**config.mk**
```make
export PLATFORM = sky130hd
export DESIGN_NAME = pvic_conditioner
export DESIGN_NICKNAME = d
export VERILOG_FILES = /design/src/hdl/pvic_pkg.sv /design/src/hdl/pvic_isqrt.sv /design/src/hdl/pvic_scale.sv /design/src/hdl/pvic_conditioner.sv
export SDC_FILE = /design/constraint.sdc
export NUM_CORES = 2
export LEC_CHECK = 0
export ABC_AREA = 0
export BUFFER_PORTS_ARGS = -buffer_cell sky130_fd_sc_hd__clkbuf_2
export CAP_MARGIN = 20
export CORE_ASPECT_RATIO = 0.8
export CORE_MARGIN = 1.5
export CORE_UTILIZATION = 55
export CTS_CLUSTER_DIAMETER = 60
export DETAILED_ROUTE_END_ITERATION = 8
export PLACE_DENSITY = 0.76
export RECOVER_POWER = 50
export SYNTH_ARGS = -nofsm -noshare
export SYNTH_HDL_FRONTEND = slang
export SYNTH_SLANG_ARGS = --single-unit
```
**constraint.sdc**
```tcl
create_clock -name clk -period 77.7 [get_ports clk]
set_input_delay 11.655 -clock clk [delete_from_list [all_inputs] [get_ports clk]]
set_output_delay 11.655 -clock clk [all_outputs]
set_load 0.01 [all_outputs]
```
**src/hdl/pvic_pkg.sv**
```systemverilog
// Package for the process-value input conditioning block.
// Assumes one 50 MHz clock and a classic Wishbone register bus.
package pvic_pkg;
  // Register byte offsets
  localparam logic [7:0] OFS_RANGE = 8'h00;
  localparam logic [7:0] OFS_CONFIG = 8'h04;
  localparam logic [7:0] OFS_DROPOUT = 8'h08;
  localparam logic [7:0] OFS_SCALE_LO = 8'h0C;
  localparam logic [7:0] OFS_SCALE_HI = 8'h10;
  localparam logic [7:0] OFS_GAIN = 8'h14;
  localparam logic [7:0] OFS_OFFSET = 8'h18;
  localparam logic [7:0] OFS_SETPOINT = 8'h1C;
  localparam logic [7:0] OFS_PV = 8'h20;
  localparam logic [7:0] OFS_STATUS = 8'h24;
  // CONFIG field positions
  localparam int CFG_CJ_EXT = 0;
  localparam int CFG_DP_LSB = 1;
  localparam int CFG_UNDER = 3;
  // STATUS field positions
  localparam int ST_ALM_HI = 0;
  localparam int ST_ALM_LO = 1;
  localparam int ST_CJ_INT = 2;
  localparam int ST_SQRT = 3;
  localparam int ST_DP_LSB = 4;
  // Range-number classes
  localparam logic [6:0] RANGE_TC_FIRST = 7'h01;
  localparam logic [6:0] RANGE_TC_LAST = 7'h28;
  localparam logic [6:0] RANGE_RTD_FIRST = 7'h29;
  localparam logic [6:0] RANGE_RTD_LAST = 7'h44;
  localparam logic [6:0] RANGE_DC_FIRST = 7'h51;
  localparam logic [6:0] RANGE_DC_LAST = 7'h5A;
  localparam logic [6:0] RANGE_FORCE_DP0 = 7'h03;
  localparam logic [6:0] RANGE_UNDER_A = 7'h11;
  localparam logic [6:0] RANGE_UNDER_B = 7'h17;
  // Reset values and limits, percent in tenths, gain in thousandths
  localparam logic [6:0] RST_RANGE = 7'h51;
  localparam logic signed [15:0] RST_SCALE_LO = 16'sh0000;
  localparam logic signed [15:0] RST_SCALE_HI = 16'sh03E8;
  localparam logic [13:0] RST_GAIN = 14'h03E8;
  localparam logic signed [15:0] VAL_MIN = -16'sh07CF;
  localparam logic signed [15:0] VAL_MAX = 16'sh270F;
  localparam logic [13:0] GAIN_MIN = 14'h0001;
  localparam logic [13:0] GAIN_MAX = 14'h270F;
  localparam logic [10:0] DROP_MAX = 11'h3E8;
  localparam logic signed [15:0] PCT_ZERO = 16'sh0000;
  localparam logic signed [15:0] PCT_FULL = 16'sh03E8;
  localparam logic signed [15:0] PCT_LOW_LIM = -16'sh0064;
  localparam logic signed [15:0] PCT_HIGH_LIM = 16'sh044C;
  localparam logic signed [15:0] MV_UNDER = -16'sh01F4;
  localparam logic [10:0] FW_HIDE_MAX = 11'h0E2;
  localparam logic [1:0] DP_MAX = 2'h3;

  // Effective setup seen by the data path
  typedef struct packed {
    logic signed [15:0] scaleLo;
    logic signed [15:0] scaleHi;
    logic [13:0] gain;
    logic signed [15:0] offset;
    logic clampZero;
  } pvic_path_t;
endpackage : pvic_pkg

```
**src/hdl/pvic_isqrt.sv**
```systemverilog
// Iterative integer square root, one result bit per clock.
// Assumes start is a one-cycle pulse given only while idle.
`timescale 1ns/100ps
`default_nettype none
module pvic_isqrt #(
  parameter int RW = 20
) (
  // Clock and reset
  input wire logic clk,
  input wire logic rst,
  // Request
  input wire logic start,
  input wire logic [RW-1:0] radicand,
  // Result
  output logic done,
  output logic [RW/2-1:0] root
);
  localparam int HW = RW / 2;
  logic [RW-1:0] rem; // Radicand held for the whole search
  logic [HW-1:0] acc; // Root built so far
  logic [$clog2(HW+1)-1:0] step; // Bits still to find
  logic [HW-1:0] trial;

  // Trial root with the current bit set
  always_comb begin
    trial = acc | (HW'(1) << (step - 1'b1));
  end

  // Bit-serial search, highest bit first
  always_ff @(posedge clk) begin
    done <= 1'b0;
    if (rst) begin
      step <= '0;
      acc <= '0;
      rem <= '0;
      root <= '0;
    end else if (start) begin
      step <= ($clog2(HW+1))'(HW);
      acc <= '0;
      rem <= radicand;
    end else if (step != '0) begin
      if (RW'(trial) * RW'(trial) <= rem) begin
        acc <= trial;
      end
      step <= step - 1'b1;
      if (step == 1) begin
        root <= (RW'(trial) * RW'(trial) <= rem) ? trial : acc;
        done <= 1'b1;
      end
    end
  end
endmodule : pvic_isqrt
`default_nettype wire

```
**src/hdl/pvic_scale.sv**
```systemverilog
// Maps a percent value onto the range, then applies gain and offset.
// Pure logic; the caller registers the result.
`timescale 1ns/100ps
`default_nettype none
module pvic_scale
  import pvic_pkg::*;
(
  // Percent in tenths and path setup
  input wire logic signed [15:0] pctIn,
  input wire pvic_path_t path,
  // Range value before and after gain and offset
  output logic signed [15:0] rawOut,
  output logic signed [15:0] corrOut
);
  logic signed [39:0] span;
  logic signed [39:0] mapped;
  logic signed [39:0] corr;

  // Saturate a wide value into sixteen bits
  function automatic logic signed [15:0] sat16(input logic signed [39:0] v);
    if (v > 40'sh7FFF) return 16'sh7FFF;
    if (v < -40'sh8000) return -16'sh8000;
    return v[15:0];
  endfunction : sat16

  // Linear scaling, then value times gain plus offset
  always_comb begin
    span = 40'(path.scaleHi) - 40'(path.scaleLo);
    mapped = 40'(path.scaleLo) + (span * 40'(pctIn)) / 40'sd1000;
    corr = (mapped * 40'($signed({1'b0, path.gain}))) / 40'sd1000;
    corr = corr + 40'(path.offset);
    if (path.clampZero && corr < 40'sd0) begin
      corr = '0;
    end
    rawOut = sat16(mapped);
    corrOut = sat16(corr);
  end
endmodule : pvic_scale
`default_nettype wire

```
**src/hdl/pvic_conditioner.sv**
```systemverilog
// Process-value input conditioning with a Wishbone register file.
// Assumes a sample in tenths of percent of span with a one-cycle
// valid from logic on clk, and temperature limits from a range table.
//
// Implementation choices: the register offsets and the Wishbone register port.
`timescale 1ns/100ps
`default_nettype none
// Functional notes
// - Cold junction: 0 internal, 1 external, reset 0
// - Cold junction setting only for thermocouple ranges
// - Dropout 0 or 0.1..100.0 %; 0 disables
// - Dropout only for DC voltage or current
// - Dropout..100 %: output sqrt(in/100) times 100
// - Above zero, below dropout: output exactly zero
// - At/below 0 or at/above 100 %: pass
// - Decimal position 0..3, reset 0
// - Decimal change moves dependent parameters' point
// - Range 3 forces decimal position 0
// - DC scale limits -1999..9999, reset 0, 1000
// - Temperature ranges: limits read-only, table fixed
// - Under-range type: 0 -10 %FS, 1 -5 mV
// - Under-range type only for ranges 17, 23
// - Under-range hidden for firmware 2.26 or earlier
// - 5 mV on range 23 clamps at zero
// - Alarms on value before gain and offset
// - Limits -10 and +110 %FS; value clamped
module pvic_conditioner
  import pvic_pkg::*;
#(
  parameter logic [10:0] FW_REV = 11'h12C // Arbitrary revision, hundredths
) (
  // Clock and reset
  input wire logic clk,
  input wire logic rst,
  // Wishbone slave
  input wire logic cyc_i,
  input wire logic stb_i,
  input wire logic we_i,
  input wire logic [7:0] adr_i,
  input wire logic [3:0] sel_i,
  input wire logic [31:0] dat_i,
  output logic [31:0] dat_o,
  output logic ack_o,
  // Sample input
  input wire logic sampleValid,
  input wire logic signed [15:0] samplePct,
  input wire logic signed [15:0] sampleMilliVolt100,
  // Fixed limits of the selected temperature range
  input wire logic signed [15:0] tempRangeLo,
  input wire logic signed [15:0] tempRangeHi,
  // Conditioned outputs
  output logic signed [15:0] pvValue,
  output logic pvValid,
  output logic almHigh,
  output logic almLow,
  output logic cjInternal,
  output logic [1:0] pvDecimals
);
  ////////////////////////////////////////////////////////////////////
  // Setup registers
  logic [6:0] rangeNum; // Selected input range number
  logic cjExternal; // Cold junction handled outside
  logic [1:0] decimalPos; // Written decimal position
  logic underType; // Under-range condition select
  logic [10:0] dropout; // Square-root dropout, tenths
  logic signed [15:0] scaleLo; // DC scaling low
  logic signed [15:0] scaleHi; // DC scaling high
  logic [13:0] pv_gain_factor; // Gain in thousandths
  logic signed [15:0] pv_offset_value; // Offset in units
  logic signed [15:0] setpoint; // Dependent setpoint digits

  // Derived setup
  logic isThermo;
  logic isRtd;
  logic isDc;
  logic underVisible;
  logic underApplies;
  logic [1:0] dpEff;
  logic sqrtOn;
  pvic_path_t path;

  // Bus decode
  logic busWrite;
  logic [31:0] wdRange, wdCfg, wdDrop, wdScale, wdGain, wdOfs, wdSp; // Merged write words

  // Range class check
  function automatic logic inRange(input logic [6:0] v, input logic [6:0] lo,
                                   input logic [6:0] hi);
    return (v >= lo) && (v <= hi);
  endfunction : inRange

  // Merge write data into the old word by byte lane
  function automatic logic [31:0] laneMerge(input logic [31:0] old,
                                            input logic [31:0] nw,
                                            input logic [3:0] sel);
    logic [31:0] r;
    r = old;
    for (int i = 0; i < 4; i++) begin
      if (sel[i]) begin
        r[8*i +: 8] = nw[8*i +: 8];
      end
    end
    return r;
  endfunction : laneMerge

  // Legal setting of a signed count
  function automatic logic valOk(input logic [31:0] v);
    return $signed(v[15:0]) >= VAL_MIN && $signed(v[15:0]) <= VAL_MAX;
  endfunction : valOk

  ////////////////////////////////////////////////////////////////////
  // Range class and effective settings
  always_comb begin
    isThermo = inRange(rangeNum, RANGE_TC_FIRST, RANGE_TC_LAST);
    isRtd = inRange(rangeNum, RANGE_RTD_FIRST, RANGE_RTD_LAST);
    isDc = inRange(rangeNum, RANGE_DC_FIRST, RANGE_DC_LAST);
    underVisible = FW_REV > FW_HIDE_MAX;
    underApplies = underVisible && underType
                   && (rangeNum == RANGE_UNDER_A
                       || rangeNum == RANGE_UNDER_B);
    // Range 3 keeps its old integer format
    dpEff = (rangeNum == RANGE_FORCE_DP0) ? 2'h0 : decimalPos;
    sqrtOn = isDc && (dropout != '0);
    // Temperature ranges take the table limits
    path.scaleLo = (isThermo || isRtd) ? tempRangeLo : scaleLo;
    path.scaleHi = (isThermo || isRtd) ? tempRangeHi : scaleHi;
    path.gain = pv_gain_factor;
    path.offset = pv_offset_value;
    path.clampZero = underApplies && rangeNum == RANGE_UNDER_B;
  end

  ////////////////////////////////////////////////////////////////////
  // Wishbone classic handshake, ack one cycle after the request; each write word is
  // the register's old value with the selected lanes replaced
  always_comb begin
    busWrite = cyc_i && stb_i && we_i && !ack_o;
    wdRange = laneMerge({25'h0, rangeNum}, dat_i, sel_i);
    wdCfg = laneMerge({28'h0, underType, decimalPos, cjExternal}, dat_i, sel_i);
    wdDrop = laneMerge({21'h0, dropout}, dat_i, sel_i);
    wdScale = laneMerge((adr_i == OFS_SCALE_LO) ? 32'(scaleLo) : 32'(scaleHi), dat_i, sel_i);
    wdGain = laneMerge({18'h0, pv_gain_factor}, dat_i, sel_i);
    wdOfs = laneMerge(32'(pv_offset_value), dat_i, sel_i);
    wdSp = laneMerge(32'(setpoint), dat_i, sel_i);
  end

  // Acknowledge every access once; unmapped reads return zero
  always_ff @(posedge clk) begin
    if (rst) begin
      ack_o <= 1'b0;
    end else begin
      ack_o <= cyc_i && stb_i && !ack_o;
    end
  end

  // Range number; a new range reloads the DC defaults
  always_ff @(posedge clk) begin
    if (rst) begin
      rangeNum <= RST_RANGE;
    end else if (busWrite && adr_i == OFS_RANGE) begin
      rangeNum <= wdRange[6:0];
    end
  end

  // Configuration bits
  always_ff @(posedge clk) begin
    if (rst) begin
      cjExternal <= 1'b0;
      decimalPos <= 2'h0;
      underType <= 1'b0;
    end else if (busWrite && adr_i == OFS_CONFIG) begin
      if (isThermo) begin
        cjExternal <= wdCfg[CFG_CJ_EXT];
      end
      if (rangeNum != RANGE_FORCE_DP0) begin
        decimalPos <= wdCfg[CFG_DP_LSB +: 2];
      end
      if (underVisible) begin
        underType <= wdCfg[CFG_UNDER];
      end
    end
  end

  // Dropout, accepted only for DC ranges and legal values
  always_ff @(posedge clk) begin
    if (rst) begin
      dropout <= '0;
    end else if (busWrite && adr_i == OFS_DROPOUT && isDc) begin
      if (wdDrop[31:11] == '0 && wdDrop[10:0] <= DROP_MAX) begin
        dropout <= wdDrop[10:0];
      end
    end
  end

  // Scaling limits; a range change restores the defaults
  always_ff @(posedge clk) begin
    if (rst || (busWrite && adr_i == OFS_RANGE)) begin
      scaleLo <= RST_SCALE_LO;
      scaleHi <= RST_SCALE_HI;
    end else if (busWrite && isDc) begin
      if (adr_i == OFS_SCALE_LO && valOk(wdScale)) begin
        scaleLo <= wdScale[15:0];
      end
      if (adr_i == OFS_SCALE_HI && valOk(wdScale)) begin
        scaleHi <= wdScale[15:0];
      end
    end
  end

  // Gain, offset and setpoint
  always_ff @(posedge clk) begin
    if (rst) begin
      pv_gain_factor <= RST_GAIN;
      pv_offset_value <= '0;
      setpoint <= '0;
    end else if (busWrite) begin
      if (adr_i == OFS_GAIN) begin
        if (wdGain[31:14] == '0 && wdGain[13:0] >= GAIN_MIN
            && wdGain[13:0] <= GAIN_MAX) begin
          pv_gain_factor <= wdGain[13:0];
        end
      end
      if (adr_i == OFS_OFFSET && valOk(wdOfs)) begin
        pv_offset_value <= wdOfs[15:0];
      end
      if (adr_i == OFS_SETPOINT) begin
        if (valOk(wdSp)) begin
          setpoint <= wdSp[15:0];
        end
      end
    end
  end

  // Read mux; the setpoint reports the live decimal position
  always_ff @(posedge clk) begin
    if (rst) begin
      dat_o <= '0;
    end else begin
      unique case (adr_i)
        OFS_RANGE: dat_o <= {25'h0, rangeNum};
        OFS_CONFIG: dat_o <= {28'h0, underType & underVisible, dpEff,
                              cjExternal & isThermo};
        OFS_DROPOUT: dat_o <= {21'h0, isDc ? dropout : 11'h0};
        OFS_SCALE_LO: dat_o <= 32'(path.scaleLo);
        OFS_SCALE_HI: dat_o <= 32'(path.scaleHi);
        OFS_GAIN: dat_o <= {18'h0, pv_gain_factor};
        OFS_OFFSET: dat_o <= 32'(pv_offset_value);
        // Digits stay, the implied point follows the PV
        OFS_SETPOINT: dat_o <= {14'h0, dpEff, setpoint};
        OFS_PV: dat_o <= 32'(pvValue);
        OFS_STATUS: dat_o <= {26'h0, dpEff, sqrtOn, cjInternal, almLow, almHigh};
        default: dat_o <= '0;
      endcase
    end
  end

  ////////////////////////////////////////////////////////////////////
  // Data path: capture, square root, map, correct
  typedef enum logic [1:0] {
    ST_IDLE = 2'b00,
    ST_ROOT = 2'b01,
    ST_MAP = 2'b10
  } pvic_state_t;
  pvic_state_t state;
  logic signed [15:0] pctHold; // Clamped percent of the sample
  logic signed [15:0] pctStage; // stage_output_pct
  logic rootStart;
  logic rootDone;
  logic [9:0] rootVal;
  logic signed [15:0] corrVal;
  logic signed [15:0] stage_input_pct;

  // Percent clamp to -10 ..110 %FS
  always_comb begin
    stage_input_pct = samplePct;
    if (samplePct < PCT_LOW_LIM) begin
      stage_input_pct = PCT_LOW_LIM;
    end else if (samplePct > PCT_HIGH_LIM) begin
      stage_input_pct = PCT_HIGH_LIM;
    end
  end

  pvic_isqrt #(.RW(20)) uRoot (
    .clk(clk),
    .rst(rst),
    .start(rootStart),
    .radicand(20'(pctHold) * 20'd1000),
    .done(rootDone),
    .root(rootVal)
  );

  pvic_scale uScale (
    .pctIn(pctStage),
    .path(path),
    .rawOut(),
    .corrOut(corrVal)
  );

  // One conditioned value per accepted sample, strict stage order
  always_ff @(posedge clk) begin
    rootStart <= 1'b0;
    pvValid <= 1'b0;
    if (rst) begin
      state <= ST_IDLE;
      pctHold <= '0;
      pctStage <= '0;
      pvValue <= '0;
      almHigh <= 1'b0;
      almLow <= 1'b0;
    end else begin
      unique case (state)
        ST_IDLE: begin
          if (sampleValid) begin
            pctHold <= stage_input_pct;
            pctStage <= stage_input_pct;
            // Alarms look at the sample before any correction
            almHigh <= samplePct > PCT_HIGH_LIM;
            almLow <= underApplies ? (sampleMilliVolt100 < MV_UNDER)
                                   : (samplePct < PCT_LOW_LIM);
            if (!sqrtOn || stage_input_pct <= PCT_ZERO
                || stage_input_pct >= PCT_FULL) begin
              state <= ST_MAP;
            end else if (stage_input_pct < 16'(dropout)) begin
              pctStage <= PCT_ZERO;
              state <= ST_MAP;
            end else begin
              rootStart <= 1'b1;
              state <= ST_ROOT;
            end
          end
        end
        ST_ROOT: begin
          if (rootDone) begin
            pctStage <= 16'(rootVal);
            state <= ST_MAP;
          end
        end
        ST_MAP: begin
          pvValue <= corrVal;
          pvValid <= 1'b1;
          state <= ST_IDLE;
        end
        default: state <= ST_IDLE;
      endcase
    end
  end

  // Registered setup outputs
  always_ff @(posedge clk) begin
    if (rst) begin
      cjInternal <= 1'b0;
      pvDecimals <= 2'h0;
    end else begin
      cjInternal <= isThermo && !cjExternal;
      pvDecimals <= dpEff;
    end
  end
endmodule : pvic_conditioner
`default_nettype wire

```
# Yosys cells after proc, flatten, opt, wreduce, memory -nomap -nowiden

Index checks and enable logic that the tools add are counted.

Bits in registers: 232
Input port bits: 114
Logic and storage cells: 192
Output and inout bits: 55

Div/mod/pow operators: 2
Equality and inequality tests: 18
Bitwise operators: 6
$add $sub $neg: 4
Shift-type cells: 1
Mux-type cells: 45
$lt $le $gt $ge: 25
$mul: 4
Reductions and logical operators: 59

Operator list:

| operator               | count |
|---|---|
| $pmux 32 s10           | 1 |
| $mux 16                | 13 |
| $mux 8                 | 12 |
| $div 40x11->40 const B | 2 |
| $ge 16x12->1 const B   | 3 |
| $le 16x15->1 const B   | 3 |
| $add 16x40->40         | 1 |
| $add 40x16->40         | 1 |
| $gt 40x16->1 const B   | 1 |
| $lt 40x1->1 const B    | 1 |
| $lt 40x16->1 const B   | 1 |
| $mul 40x15->40         | 1 |
| $mux 40                | 1 |
| $mul 17x16->33         | 1 |
| $eq 8x5->1 const B     | 4 |
| $pmux 16 s2            | 1 |
| $logic_and 1x1->1      | 26 |
| $logic_not 21->1       | 1 |
| $le 20x20->1           | 1 |
| $mul 10x10->20         | 1 |
| $mul 20x7->17 const B  | 1 |
| $logic_not 18->1       | 1 |
| $reduce_and 3->1       | 6 |
| $sub 16x16->17         | 1 |
| 47 further kinds       | 79 |

# Depth between registers and ports, before layout

Depth in word-level cells: 19
Mapped depth: 337
Depth with buffers taken out: 301

# Modules after synthesis

Synthesis repeated with hierarchy kept, for this count alone.

Cells, all modules: 8195
Area total of the unflattened synthesis: 66601.4 µm²

Modules (own cells, without submodules):

| module           | seq. area each (µm²) | cells each | area an instance (µm²) | instances |
|---|---|---|---|---|
| pvic_scale       | 0.0                  | 6275       | 50514.7                | 1 |
| pvic_conditioner | 3543.4               | 1354       | 11234.5                | 1 |
| pvic_isqrt       | 900.9                | 566        | 4852.2                 | 1 |

# Worst setup path before layout

No wires, ideal clock.

Path kind: input port to flip-flop
Start: input tempRangeHi[1]
End: register pvValue[1]
Stages on the path: 308
Buffers on the path: 18
Arrival time: 76.168 ns
Setup slack: 1.446 ns
Library setup time: 0.086 ns
Required time: 77.614 ns
Path through: mux2_2 > fa_1 > a21oi_1 > o21ai_0 > a21oi_1 > nor2_1 > o21a_1 > nor2_1 > nor2_1 > o21a_1 > nor2_1 > nor2_1 > o21a_1 > nor2_1 > nor2_1 > o21a_1 > o21ai_0 > nand2b_1 > [272 not listed] > o21a_1 > o21a_1 > o21a_1 > o21ai_0 > nand2b_1 > a21oi_1 > nor2b_1 > o21a_1 > o21ai_0 > nand2b_1 > a21oi_1 > o21bai_1 > a21oi_1 > xnor2_1 > xnor2_4 > buf_2 > o21bai_1 > a211oi_1

Longest elaborated chain between the ends: 16
Elaborated cells on any way between the ends: 19
Classes of those cells: add/sub (3); mul (2); div (2); order compare (3); mux (8); reduce/logical (1)

Ends and longest elaborated chain:

| item                 | line                    | source |
|---|---|---|
| start, declared      | pvic_conditioner.sv:50  | `input wire logic signed [15:0] tempRangeHi,` |
| $mux 16 *            | pvic_conditioner.sv:126 | `path.scaleHi = (isThermo \|\| isRtd) ? tempRangeHi : scaleHi;` |
| $sub 16x16->17 *     | pvic_scale.sv:28        | `span = 40'(path.scaleHi) - 40'(path.scaleLo);` |
| $mul 17x16->33 *     | pvic_scale.sv:29        | `mapped = 40'(path.scaleLo) + (span * 40'(pctIn)) / 40'sd1000;` |
| $div 40x11->40 *     | pvic_scale.sv:29        |  |
| $add 16x40->40 *     | pvic_scale.sv:29        |  |
| $mul 40x15->40 *     | pvic_scale.sv:30        | `corr = (mapped * 40'($signed({1'b0, path.gain}))) / 40'sd1000;` |
| $div 40x11->40 *     | pvic_scale.sv:30        |  |
| $add 40x16->40 *     | pvic_scale.sv:31        | `corr = corr + 40'(path.offset);` |
| $lt 40x1->1          | pvic_scale.sv:32        | `if (path.clampZero && corr < 40'sd0) begin` |
| $logic_and 1x1->1    | pvic_scale.sv:32        |  |
| $mux 40 *            | pvic_scale.sv:32        |  |
| $lt 40x16->1         | pvic_scale.sv:22        | `if (v < -40'sh8000) return -16'sh8000;` |
| $mux 1 (2 in series) | pvic_scale.sv:22        |  |
| $mux 16              | pvic_scale.sv:23        | `return v[15:0];` |
| $mux 16 *            | pvic_scale.sv:22        |  |
| end signal, assigned | pvic_conditioner.sv:338 | `pvValue <= corrVal;` |
| end, declared        | pvic_conditioner.sv:52  | `output logic signed [15:0] pvValue,` |

Mark *: on every way between the ends. The rest lies on a longest branch, timed or not. The select of a mux whose other input is x is not followed.
A chain may end at the register's enable or synchronous reset.

# Worst setup path in the final report

Start: input tempRangeHi[0]
End: register pvValue[14]

Same word-level chain as after synthesis.

==> summary.md <==
| Metric | Value |
|---|---|
| Crit Path Class | primary input to register |
| Critical Path RT | 78.09 ns |
| Row count | ~110 |
| Initial antenna violation count | 7 |
| Hold Slack | 0.4601 ns |
| Grt ovf | 0 |
| Initial DRC count | 6593 |
| Syn_nets | 9151 |
| Buffers & Inverters on Critical Path | 45 |
| Hold Path Depth | 1 |
| Levels on crit path | ~330 |
| Clock Latency Late Sink | 0.58 ns |
| Status | complete, but fails checks |
| Worst path top cell family by delay | compound AO/OA/AOI/OAI gates |
| Yosys cell types | 167 |
| Crit-path max cell delay | 0.57 ns |
| CTS tree | built |
| Flop2flop setup slack | around 11 ns |
| Die area | 0.1169 mm2 |
| H-tree Lvls | 1 |
| Syn Area/Cell | about 8 um2 |
| CP dominant cell by count | a21oi_2 |
| Cell taking the most area after synthesis | fa_1 |
| Cell Count Post-Placement | 10396 |
| Tmin final | 76.50 ns |
| Fin nets | around 10000 |
| Mapped Area | roughly 0.063 mm2 |
| Syn Inst Count | 7923 |
| Most common cell in the synthesized netlist | inv_1 |
| Root buffer cell | clkbuf_16 |
| Number of max-cap violations | 1 |
| Met3 WL post-DR | 23.28 mm |
| Met1 Routed Length | approximately 90 mm |
| Hold Violations, Final | 0 |
| IO buf count | 166 |
| Sequential share of the synthesized area | 6.939% |
| Die width | approximately 380 um |
| Via-to-Cell Ratio | roughly 6.1 |
| Setup crit start | tempRangeHi[0] |
| DPL Wire Length | 164.3 mm |
| Worst Tran Pin Value | 2.869 ns |
| Core box area | about 0.11 mm2 |
| DR vias | ~65000 |
| F_max | 13.07 MHz |
| CTS Buffer Depth | 3 |
| GRT Total Usage | between 30 and 40% |
| FF+latch count, synth | about 220 |
| Skew final | around 0.032 ns |
| DRT antenna net count | 0 |
| Post-synth ARST share | 0% |
| CP max FO | 9 |
| Synth warnings | 0 |
| Final period utilization | 98.46% |
| Avg WL per Cell | around 20 um |
| Post-synth EDFFs | 0 |
| Min-delay worst type | register to register |
| Ports | 169 |
| Relative slew slack | -91.28% |
| Layout area overhead | 25.08% |
| Post-synth top flop | dfxtp_1 |
| DRT Pass-1 Iters | 8 |
| DP Worst Slack | -1.714 ns |
| GPL Wtd Cong | 1.003 |
| Total routed wirelength | roughly 210 mm |
| Worst Hold Launch | ack_o |
| Largest net degree at the start of global routing | 100 |
| Hold path endpoint | ack_o |
| CTS Buf Count | 27 |
| R2R depth | 329 |
| Layout cells sized above 1 | 24.80% |
| Top cell type's share of synthesized area | 23.35% |
| DRC | 0 |
| Worst setup EP type | register |
| Number of global-route vias before repair | 62895 |
| Failing checks | max-capacitance violations, max-slew violations |
| Commonest cells in the netlist | inv_1, nand2_1, fa_1, nor2_1, a21oi_1 |
| CTS sink cnt | about 220 |
| Met2 routed WL | 92.26 mm |
| Die H | 306.2 um |
| CP Launch Type | primary input |
| CTS clk-pin slew, worst paths | roughly 0.060 ns |
| Largest cells by area after synthesis | fa_1, ha_1, dfxtp_1 |
| PnR worst setup slack | 1.197 ns |
| RR Startpoint | rangeNum[3] |
| Global-route wire length before repair | 328.6 mm |
| End of the worst register-to-register path | pvValue[14] |
| Slew Viols, Final | 63 |
| Final Non-Filler Cells | 10610 |
| Setup Viol. Count Final | 0 |
| Starting Density | 55.28% |
| Max stage delay cell, worst path | fa_1 |
| Crit path DAT | 76.90 ns |
| Max Used Layer | met5 |
==> layout by cell type, fill, tap and decap left out, types with 24 or more instances in the layout <==
cell type / count
a21oi_1: 330
and2_1: 405
o21ai_1: 84
buf_4: 1222
ha_1: 364
clkbuf_16: 28
nor3_1: 164
clkbuf_2: 110
o21ai_0: 178
nor4_1: 44
a22oi_1: 24
or3_1: 36
a21o_1: 99
and3_1: 55
xnor2_1: 334
nand4_1: 56
a31oi_1: 88
mux2i_1: 184
o21bai_1: 93
o31ai_1: 29
nor2b_1: 54
nand2b_1: 63
nand3_1: 123
inv_1: 940
nor2_1: 594
xor2_1: 116
a21oi_2: 89
nor3_2: 24
xnor2_2: 48
nand2_1: 769
clkbuf_1: 58
o21a_1: 63
mux2_2: 33
fa_1: 727
a211oi_1: 56
o211ai_1: 57
o21ai_2: 32
dfxtp_1: 219
buf_6: 40
a211oi_2: 31
==> logic make-up (layout without fill, tap and decap cells) <==
logic type               count (synthesis)  in the layout  share of synthesized area [%]
flip-flops                             219            219                          6.939
AO/OA/AOI/OAI                         1824           1824                          21.08
multiplexers                           271            271                          4.468
buffers and inverters                 1286           2443                          7.989
other                                    0              5                              0
AND/OR/NAND/NOR                       2681           2681                          21.14
adder cells (fa/ha/maj)               1126           1126                          31.02
XOR/XNOR                               516            516                          7.367
==> cell type report <==
type	instances	area, um2
diodes	5	12.51
clock buffers	36	779.5
clock inverters	12	191.4
fillers	8813	35270
inverters	949	3572
multi-input cells	6418	57430
flip-flops and latches	219	4384
well taps	1525	1908
repair buffers	1446	10760
==> layer usage <==
metal / track usage (%) / vias up
li1: - / 29534
met1: 48.78 / 31379
met2: 51.81 / 3265
met3: 7.529 / 470
met4: 9.312 / 6
met5: 0 / -
==> timing repair <==
item                                   CTS  global route
buffers inserted                        14           142
gates resized for setup                 99           682
hold buffers                             0             0
endpoints found under the hold margin    0             0
cloned                                   0             2
setup endpoints to repair               16            16
pin swaps                               20           333
==> flip-flops by register name, indices dropped and copies added, names as in the netlist, 2 cells and up <==
name             count
dat_o               19
decimalPos           2
dropout             11
pctHold             16
pctStage            16
pvDecimals           2
pvValue             16
pv_gain_factor      14
pv_offset_value     16
rangeNum             7
scaleHi             16
scaleLo             16
setpoint            16
state                2
uRoot.acc           10
uRoot.rem           17
uRoot.root          10
uRoot.step           4
==> stage by stage <==
step | util [%] | setup TNS (ns) | instance area, um2
after floorplan | - | 0 | 63180
after global placement | 63.87 | -7.014 | 73010
after detailed placement | 63.88 | -26.55 | 73020
after CTS | 65.23 | 0 | 74560
after global routing | 69.13 | -22.72 | 79020
final | 69.14 | 0 | 79030
==> worst register-to-register path: cells and delay by family (launching register included) <==
kind                       cells  cell delay (ns)
and+or+nand+nor               59            11.82
xor gates and xnor gates      27             4.25
adders and majority gates     20             8.42
buffers and inverters         45             6.68
muxes                         12             3.49
DFF                            1             0.37
AOI/OAI and AO/OA            166            31.78
==> worst max-delay path by stage <==
stage | slack [ns] | endpoint
floorplan | 1.45 | pvValue[1]
global placement | -0.46 | pvValue[2]
detailed placement | -1.71 | pvValue[4]
CTS | 0.009 | pvValue[4]
global route | -1.45 | pvValue[14]
finish | 1.20 | pvValue[14]
Power is left out: the tool's default activity adds up to more than one toggle a clock period on the data nets, which glitch-free logic cannot reach.
